[src/core/ccm_fmt_pkg.sv]
// constants, types and field layouts for the ccm frame security formatter
// assumes a single 50 MHz clock domain and octet-wide frame streams
package ccm_fmt_pkg;

    // register offsets on the plain register port
    localparam logic [3:0] REG_CTRL    = 4'h0;
    localparam logic [3:0] REG_ADDR_LO = 4'h1;
    localparam logic [3:0] REG_ADDR_HI = 4'h2;
    localparam logic [3:0] REG_STATUS  = 4'h3;
    localparam logic [3:0] REG_COUNTER = 4'h4;

    // control register fields
    localparam int CTRL_LEVEL_LSB = 0;
    localparam int CTRL_INVERSE   = 3;
    localparam int CTRL_SEC_EN    = 4;
    localparam int CTRL_ERR_CLR   = 5;
    localparam logic [5:0] CTRL_RESET = 6'h00;

    // security control octet layout
    localparam int SC_LEVEL_LSB = 0;
    localparam int SC_KMODE_LSB = 3;

    // octet counts
    localparam int NONCE_OCTETS = 13;
    localparam int ADDR_OCTETS  = 8;
    localparam int FC_OCTETS    = 4;
    localparam logic [1:0] CCM_LEN_FIELD = 2'h2;
    localparam logic [3:0] FC_LAST_IDX   = 4'h3;

    // encryption-only level, the one active level whose forward a data is empty
    localparam logic [2:0] LEVEL_ENC_ONLY = 3'h4;

    typedef enum logic [2:0] {
        SECT_HDR,
        SECT_AUX,
        SECT_NONPAY,
        SECT_PAYLOAD,
        SECT_TAG
    } sect_e;

    typedef enum {
        AUX_CTRL,
        AUX_CNT,
        AUX_KEY,
        AUX_DONE
    } aux_e;

    typedef struct packed {
        logic       valid;
        logic [7:0] data;
        sect_e      sect;
        logic       last;
    } frame_octet_s;

    typedef struct packed {
        logic       valid;
        logic [7:0] data;
    } octet_s;

    typedef struct packed {
        logic       active;
        logic       inverse;
        logic       encrypt;
        logic [4:0] tag_len;
        logic [1:0] len_field;
        logic       cipher_aes;
    } eng_cfg_s;

    // tag length in octets from level bits 1:0
    function automatic logic [4:0] tag_len_of(input logic [1:0] m);
        case (m)
            2'h0: tag_len_of = 5'h00;
            2'h1: tag_len_of = 5'h04;
            2'h2: tag_len_of = 5'h08;
            default: tag_len_of = 5'h10;
        endcase
    endfunction

    // key identifier length in octets from key identifier mode
    function automatic logic [3:0] key_len_of(input logic [1:0] k);
        case (k)
            2'h0: key_len_of = 4'h0;
            2'h1: key_len_of = 4'h1;
            2'h2: key_len_of = 4'h5;
            default: key_len_of = 4'h9;
        endcase
    endfunction

endpackage

[src/core/ccm_frame_security_formatter.sv]
// frame security formatter: routes frame octets into ccm a and m/c streams
// assumes an external aes ccm engine and frame assembly logic, one clock
//
// The address map and the strobed register port were chosen for this implementation.
module ccm_frame_security_formatter
    import ccm_fmt_pkg::*;
(
    input  wire logic         clock,      // 50 MHz clock
    input  wire logic         rstn,       // async reset, active low
    input  wire logic [3:0]   reg_addr,   // register offset
    input  wire logic [31:0]  reg_wdata,  // register write data
    input  wire logic         reg_wr,     // write strobe
    input  wire logic         reg_rd,     // read strobe
    output logic [31:0]       reg_rdata,  // read data, cycle after strobe
    input  wire frame_octet_s frm_in,     // frame octets with section tag
    input  wire octet_s       res_in,     // engine result octets
    output logic              res_ready,  // result taken this cycle
    output octet_s            eng_a,      // a data octets to engine
    output octet_s            eng_m,      // m or c data octets to engine
    output octet_s            frm_out,    // rebuilt frame octets
    output logic              frm_end,    // pulse after last frame octet
    output eng_cfg_s          eng_cfg,    // engine configuration
    output logic [12:0][7:0]  nonce       // index 0 is the first octet
);

    // register file state
    logic [5:0]  ctrl_q, ctrl_d;
    logic [63:0] addr_q, addr_d;
    logic [31:0] rdata_q, rdata_d;

    // aux header parser state
    aux_e        aux_q, aux_d;
    logic [3:0]  cnt_q, cnt_d;
    logic [2:0]  slvl_q, slvl_d;
    logic [1:0]  kmode_q, kmode_d;
    logic [31:0] fc_q, fc_d;
    logic        aux_err_q, aux_err_d;
    logic        mis_err_q, mis_err_d;

    // stream output registers
    octet_s      a_q, a_d, m_q, m_d, o_q, o_d;
    logic        end_q, end_d;

    logic [2:0]  level;
    logic        active, inverse, encrypt, clr, is_hdr;
    logic        set_aux, set_mis;

    // level from control, forced to zero when security is off
    assign level   = ctrl_q[CTRL_SEC_EN] ? ctrl_q[CTRL_LEVEL_LSB +: 3] : 3'h0;
    assign active  = (level != 3'h0);
    assign encrypt = level[2];
    assign inverse = ctrl_q[CTRL_INVERSE];
    assign clr     = reg_wr && (reg_addr == REG_CTRL) &&
                     reg_wdata[CTRL_ERR_CLR];
    assign is_hdr  = (frm_in.sect == SECT_HDR) || (frm_in.sect == SECT_AUX) ||
                     (frm_in.sect == SECT_NONPAY);

    // register writes and read mux; unmapped offsets read as zero
    always_comb begin
        ctrl_d  = ctrl_q;
        addr_d  = addr_q;
        rdata_d = 32'h0000_0000;
        if (reg_wr && reg_addr == REG_CTRL) begin
            ctrl_d = {1'b0, reg_wdata[4:0]};
        end
        if (reg_wr && reg_addr == REG_ADDR_LO) begin
            addr_d[31:0] = reg_wdata;
        end
        if (reg_wr && reg_addr == REG_ADDR_HI) begin
            addr_d[63:32] = reg_wdata;
        end
        if (reg_rd) begin
            case (reg_addr)
                REG_CTRL:    rdata_d = {26'h0, ctrl_q};
                REG_ADDR_LO: rdata_d = addr_q[31:0];
                REG_ADDR_HI: rdata_d = addr_q[63:32];
                REG_STATUS:  rdata_d = {24'h0, mis_err_q, aux_err_q,
                                        (aux_q == AUX_DONE), kmode_q, slvl_q};
                REG_COUNTER: rdata_d = fc_q;
                default:     rdata_d = 32'h0000_0000;
            endcase
        end
    end

    always_ff @(posedge clock or negedge rstn) begin
        if (!rstn) begin
            ctrl_q  <= CTRL_RESET;
            addr_q  <= 64'h0;
            rdata_q <= 32'h0;
        end else begin
            ctrl_q  <= ctrl_d;
            addr_q  <= addr_d;
            rdata_q <= rdata_d;
        end
    end

    assign reg_rdata = rdata_q;

    // aux header parser; counter octets arrive least significant first
    always_comb begin
        aux_d   = aux_q;
        cnt_d   = cnt_q;
        slvl_d  = slvl_q;
        kmode_d = kmode_q;
        fc_d    = fc_q;
        set_aux = 1'b0;
        set_mis = 1'b0;
        if (frm_in.valid && frm_in.sect == SECT_AUX) begin
            if (!ctrl_q[CTRL_SEC_EN]) begin
                set_aux = 1'b1;
            end
            case (aux_q)
                AUX_CTRL: begin
                    slvl_d  = frm_in.data[SC_LEVEL_LSB +: 3];
                    kmode_d = frm_in.data[SC_KMODE_LSB +: 2];
                    set_mis = (frm_in.data[SC_LEVEL_LSB +: 3] != level);
                    cnt_d   = 4'h0;
                    aux_d   = AUX_CNT;
                end
                AUX_CNT: begin
                    fc_d[cnt_q[1:0]*8 +: 8] = frm_in.data;
                    cnt_d = cnt_q + 4'h1;
                    if (cnt_q == FC_LAST_IDX) begin
                        cnt_d = 4'h0;
                        aux_d = (kmode_q == 2'h0) ? AUX_DONE : AUX_KEY;
                    end
                end
                AUX_KEY: begin
                    cnt_d = cnt_q + 4'h1;
                    if (cnt_q + 4'h1 == key_len_of(kmode_q)) begin
                        aux_d = AUX_DONE;
                    end
                end
                AUX_DONE: set_aux = 1'b1;
                default:  aux_d = AUX_CTRL;
            endcase
        end
        // a body octet before a complete aux header breaks the layout
        if (frm_in.valid && ctrl_q[CTRL_SEC_EN] && !is_hdr &&
            aux_q != AUX_DONE) begin
            set_aux = 1'b1;
        end
        if (frm_in.valid && frm_in.last) begin
            aux_d = AUX_CTRL;
        end
        // a new error wins over a clear in the same cycle
        aux_err_d = set_aux | (aux_err_q & ~clr);
        mis_err_d = set_mis | (mis_err_q & ~clr);
    end

    always_ff @(posedge clock or negedge rstn) begin
        if (!rstn) begin
            aux_q     <= AUX_CTRL;
            cnt_q     <= 4'h0;
            slvl_q    <= 3'h0;
            kmode_q   <= 2'h0;
            fc_q      <= 32'h0;
            aux_err_q <= 1'b0;
            mis_err_q <= 1'b0;
        end else begin
            aux_q     <= aux_d;
            cnt_q     <= cnt_d;
            slvl_q    <= slvl_d;
            kmode_q   <= kmode_d;
            fc_q      <= fc_d;
            aux_err_q <= aux_err_d;
            mis_err_q <= mis_err_d;
        end
    end

    // nonce assembly, integers least significant octet first
    genvar gi;
    generate
        for (gi = 0; gi < NONCE_OCTETS; gi++) begin : g_nonce
            if (gi < ADDR_OCTETS) begin : g_addr
                assign nonce[gi] = addr_q[gi*8 +: 8];
            end else if (gi < ADDR_OCTETS + FC_OCTETS) begin : g_fc
                assign nonce[gi] = fc_q[(gi-ADDR_OCTETS)*8 +: 8];
            end else begin : g_lvl
                assign nonce[gi] = {5'h00, slvl_q};
            end
        end
    endgenerate

    // engine configuration from the programmed level
    assign eng_cfg.active     = active;
    assign eng_cfg.inverse    = inverse;
    assign eng_cfg.encrypt    = encrypt;
    assign eng_cfg.tag_len    = tag_len_of(level[1:0]);
    assign eng_cfg.len_field  = CCM_LEN_FIELD;
    assign eng_cfg.cipher_aes = 1'b1;

    // results only enter the frame when no input octet competes
    assign res_ready = !frm_in.valid;

    // octet routing into a, m/c and rebuilt frame streams
    always_comb begin
        a_d   = '{valid: 1'b0, data: frm_in.data};
        m_d   = '{valid: 1'b0, data: frm_in.data};
        o_d   = '{valid: 1'b0, data: frm_in.data};
        end_d = frm_in.valid && frm_in.last;
        if (frm_in.valid) begin
            if (is_hdr) begin
                o_d.valid = 1'b1;
                // forward level 4 authenticates nothing
                a_d.valid = active &&
                            (inverse || level != LEVEL_ENC_ONLY);
            end else if (frm_in.sect == SECT_PAYLOAD) begin
                a_d.valid = active && !encrypt;
                m_d.valid = active && encrypt;
                o_d.valid = !(active && encrypt);
            end else if (frm_in.sect == SECT_TAG) begin
                m_d.valid = active && inverse;
                o_d.valid = !active;
            end
        end else if (res_in.valid) begin
            o_d = res_in;
        end
    end

    always_ff @(posedge clock or negedge rstn) begin
        if (!rstn) begin
            a_q   <= '0;
            m_q   <= '0;
            o_q   <= '0;
            end_q <= 1'b0;
        end else begin
            a_q   <= a_d;
            m_q   <= m_d;
            o_q   <= o_d;
            end_q <= end_d;
        end
    end

    assign eng_a   = a_q;
    assign eng_m   = m_q;
    assign frm_out = o_q;
    assign frm_end = end_q;
endmodule

[config.mk]
export PLATFORM = sky130hd
export DESIGN_NAME = ccm_frame_security_formatter
export DESIGN_NICKNAME = d
export VERILOG_FILES = /design/src/core/ccm_fmt_pkg.sv /design/src/core/ccm_frame_security_formatter.sv
export SDC_FILE = /design/constraint.sdc
export NUM_CORES = 1
export LEC_CHECK = 0
export BUFFER_PORTS_ARGS = -buffer_cell sky130_fd_sc_hd__buf_2
export CAP_MARGIN = 10
export CELL_PAD_IN_SITES_DETAIL_PLACEMENT = 1
export CELL_PAD_IN_SITES_GLOBAL_PLACEMENT = 1
export CORE_UTILIZATION = 42
export DETAILED_ROUTE_END_ITERATION = 7
export GPL_TIMING_DRIVEN = 0
export PLACE_DENSITY = 0.88
export SLEW_MARGIN = 0
export SYNTH_ARGS = -nofsm -noshare
export SYNTH_HDL_FRONTEND = slang
export SYNTH_SLANG_ARGS = --single-unit
[constraint.sdc]
create_clock -name clock -period 5.8 [get_ports clock]
set_input_delay 0.29 -clock clock [delete_from_list [all_inputs] [get_ports clock]]
set_output_delay 0.29 -clock clock [all_outputs]
set_load 0.1 [all_outputs]
# After elaboration in Yosys (flattened, before gate mapping)
# Index checks and enable logic that the tools add are counted.
# totals
register_bits	196
input_bits	62
elab_cells	118
# classes
addsub	2
eq_ne	24
shift	2
muxes	35
n_bitwise	5
n_reduce_logical	33
# op_table
op	count
32-bit two-way mux	5
32-bit case mux with 5 select lines	1
32-bit case mux with 4 select lines	1
32-bit by 2-bit equality test with 1-bit output (second input constant)	2
5-bit negation with 34-bit output	1
8-bit by 34-bit variable shift with 32-bit output (first input constant)	1
8-bit by 34-bit indexed part select with 32-bit output	1
32-bit bitwise mux	1
32-bit by 1-bit equality test with 1-bit output (second input constant)	1
32-bit by 3-bit equality test with 1-bit output (second input constant)	1
32-bit logical NOT	1
32-bit by 3-bit inequality test with 1-bit output (second input constant)	1
4-bit case mux with 3 select lines	2
1-bit two-way mux	18
5-bit case mux with 3 select lines	1
1-bit logical AND	13
4-bit by 2-bit equality test with 1-bit output (second input constant)	3
4-bit two-way mux	3
9-bit two-way mux	1
3-bit inequality test (second input constant)	3
8-bit two-way mux	1
3-bit by 2-bit equality test with 1-bit output (second input constant)	2
2-bit AND reduction	3
3-bit nonzero test	2
21 further kinds	32

# Depth between registers and ports, before layout
# depth
ltp_word	9
mapped_depth	7

# Least setup slack after synthesis
# OpenSTA, ideal clock, no wires.
# synth_path
path_kind	register -> output
start	reg ctrl_q[1]
end	out eng_cfg[6] (netlist bit)
arrival_time_ps	1899
required_time_ps	5510
slack_ps	3611
stages_incl_launch_ff	4
n_path_buf	1
cell_sequence	dfrtp_1 -> clkbuf_1 -> nand2_1 -> nor2_1
# synth_rtl
element	line_no	text
start: declaration	ccm_frame_security_formatter.sv:27	logic [5:0] ctrl_q, ctrl_d;
start signal: assignment	ccm_frame_security_formatter.sv:91	ctrl_q <= ctrl_d;
end: declaration	ccm_frame_security_formatter.sv:22	output eng_cfg_s eng_cfg,

# Final worst setup path
# layout_path
start	reg cnt_q[0]
end	reg fc_q[27]
# layout_via
elab_chain_len	3
# layout_rtl
element	line_no	text
start: declaration	ccm_frame_security_formatter.sv:33	logic [3:0] cnt_q, cnt_d;
start signal: assignment	ccm_frame_security_formatter.sv:162	cnt_q <= cnt_d;
5-bit negation with 34-bit output *	ccm_frame_security_formatter.sv:121	fc_d[cnt_q[1:0]*8 +: 8] = frm_in.data;
8-bit by 34-bit indexed part select with 32-bit output or 8-bit by 34-bit variable shift with 32-bit output (tied branches)	ccm_frame_security_formatter.sv:121	
32-bit bitwise mux *	ccm_frame_security_formatter.sv:121	
end signal: assignment	ccm_frame_security_formatter.sv:157	fc_q <= 32'h0;
end signal: assignment	ccm_frame_security_formatter.sv:165	fc_q <= fc_d;
end: declaration	ccm_frame_security_formatter.sv:36	logic [31:0] fc_q, fc_d;
# Mark *: on every way between the ends. The rest lies on a longest branch, timed or not.
# A chain may end at the register's enable or synchronous reset.

==> out/results.ini <==
[die]
coreArea_um2 = 16470
dieArea_um2 = 17320
die_h_um = 131.6
pin_count = 238
num_rows = 47
initial_core_util_pct = 42.84
die_w_um = 131.6

[global_route]
grt_usage_pct = 30.65
grt-ovfl-total = 0
grt_pass1_vias = 6469
grt_max_degree = 91
antenna_found_initial = 0
grt_pass1_wl_um = 39580

[timing]
period_needed_ps = 2499
rsz0062_at_grt = false
tns_ps = 0
hold_violations = 0
slew_headroom_pct = 26.46
slew_violations = 0
fin_crit_sh_pct = 43.09
setup_viol = 0
tightest_slew_ps = 1095
max_freq_mhz = 400.1
finalClockSkew_ps = 8.243

[setup_path]
crit_fanout = 9
critPathRequiredTime_ps = 6140
cp-startpoint = cnt_q[0]
cp.arrival_ps = 2840
worst-setup-path-type = reg -> reg
cp_slowest_stage_delay_ps = 900
r2r_cells = 5
path_delay_family = simple AND/OR/NAND/NOR gates
endpoint_kind = register
cp-start-kind = register
critPathBufInv = 1
slowest_stage = nor3_1
r2r_setup_slack_ps = 3300
r2r-end = fc_q[27]
worst_r2r_startpoint = cnt_q[0]
crit_chain = inv_1, ha_1, nor3_1, nand2_1, o21ai_0

[routing]
route.met2.wl_um = 13290
wl_met3_um = 1767
drt_iter0_markers = 505
top_layer = met4
routed_wl_um = 25900
drc = 0
via_count = 6251
met1_length_um = 9858
firstDrtPassIters = 5
post_drt_via_cell_ratio = 5.799
ant_nets = 0
wire_per_inst_um = 24.03

[min_path]
hold_depth = 2
hp-start = reg_wdata[19]
min_path_type = in -> reg
hold_end = addr_q[19]

[synth]
netlist_instances = 587
ys_seq_area_share_pct = 58.89
synth-main-ff-cell = dfrtp_1
syn_avg_cell_area_um2 = 12.02
synthTopCellsByArea = dfrtp_1 (59%), mux2_2 (8.5%), mux2_1 (4.8%), a222oi_1 (4.5%), nand2_1 (4.4%)
yosys_warnings = 0
synth_async_sr_flop_share_pct = 100.0
synth_edf_count = 0
synthTopCellsByCount = dfrtp_1 (166), nand2_1 (83), mux2_2 (53)
synth.top_cell.area_share_pct = 58.89
syn_area_um2 = 7054
synthDistinctLibCells = 52
synth.most_common_cell = dfrtp_1
ys_seq_elements = 166
synth_largest_area_cell = dfrtp_1

[outcome]
status = finished clean

[clock_network]
clockBufferDepth = 2
cts_setup_buffers = 0
cts_buffers = 17
cts_tree = yes
cts.clk_slew.worst_paths_ps = 70
htreeDepth = 4
clock_latency_ps = 440
cts_sinks = 166
clock_tree.root_cell = clkbuf_16

[power]
leakagePower_nw = 4.519
power.total_w = 0.004297
p_per_area_nw_per_um2 = 468.0
vdd_drop_max_mv = 0.2434

[final_layout]
area_growth_pct = 30.17
drive_above_1_share_pct = 40.56
fillers = 1839
antenna_cells = 0
layout.nets = 917

[job]
cap_violations = 0

[placed_design]
io_buffer_count = 227
finalWeightedCongestion = 0.8203
dpl.hpwl_um = 17210

per-stage QoR:
stage / hold WS, ps / setup WS, ps / instances / utilization, % / instance area, um^2
detailed placement: 309.8 / 3417 / 1043 / 51.82 / 8533
global route: 76.24 / 3080 / 1078 / 55.77 / 9183
finish: 84.76 / 3301 / 1078 / 55.77 / 9183
CTS: 74.59 / 3342 / 1078 / 55.77 / 9183
global placement: 414.1 / 1899 / 1042 / 51.60 / 8496
floorplan: -5.591 / 3611 / 595 / - / 7084
routing by layer:
metal	vias to the layer above	GRT usage [%]
li1	2605	-
met1	3226	36.59
met2	352	52.62
met3	68	6.134
met4	0	15.25
met5	-	0
worst max path at each step:
| stage | slack (ps) | depth (start not counted) | endpoint |
|---|---|---|---|
| finish | 3300 | 5 | fc_q[27] |
| global route | 3080 | 6 | fc_q[20] |
| CTS | 3340 | 6 | fc_q[22] |
| detailed placement | 3420 | 6 | fc_q[17] |
| global placement | 1900 | 1 | eng_m[0] |
| floorplan | 3610 | 3 | eng_cfg[6] |
final cells by class:
class / count / area, um^2 / share of cell area, %
flip-flops and latches: 166 / 4154 / 45.24
multi-input cells: 366 / 2608 / 28.40
repair buffers: 231 / 1204 / 13.11
clock buffers: 17 / 425.4 / 4.633
plain buffers: 52 / 281.5 / 3.066
well taps: 220 / 275.3 / 2.998
clock inverters: 15 / 193.9 / 2.112
inverters: 11 / 41.29 / 0.4497
timing repair:
| item | CTS | global route |
|---|---|---|
| gates resized for setup | 0 | 0 |
| hold buffers | 3 | 0 |
| hold endpoints to repair | 78 | 0 |
| setup endpoints to repair | 0 | 0 |
registers in the layout, indices dropped and copies added, names as in the netlist:
register / cells
kmode_q: 2
aux_q: 2
cnt_q: 4
fc_q: 32
reg_rdata: 32
mis_err_q: 1
slvl_q: 3
frm_end: 1
eng_a: 1
eng_m: 9
aux_err_q: 1
addr_q: 64
frm_out: 9
ctrl_q: 5
where the power goes:
| part | switching [W] | total (W) | internal, W |
|---|---|---|---|
| clock network | 0.000509 | 0.00120 | 0.000689 |
| logic | 0.00139 | 0.00165 | 0.000266 |
| registers | 0.000139 | 0.00145 | 0.00131 |
cells by family (layout without fill, tap and decap cells):
logic type	count (synthesis)	in the layout	share of synthesized area (%)
buffers and inverters	63	326	4.576
adder cells (fa/ha/maj)	10	10	1.774
multiplexers	84	84	13.39
flip-flops	166	166	58.89
AO/OA/AOI/OAI	106	106	10.75
other	2	10	0.1065
AND/OR/NAND/NOR	152	152	10.02
XOR/XNOR	4	4	0.4967
cell usage in the layout (no fill, tap or decap), types with 5 or more instances in the layout:
cell         n
dfrtp_1    166
ha_1        10
clkbuf_1    21
buf_4       20
nand2_1     83
nor2_1      32
clkbuf_16   17
a22oi_1      6
nand3_1      8
a21oi_1     10
and3_1       5
inv_1       11
buf_2      234
nor3_1       5
conb_1      10
mux2_2      53
mux2_1      30
o21ai_0     39
a222oi_1    32
Note: power is estimated with default switching activity, not from simulation.
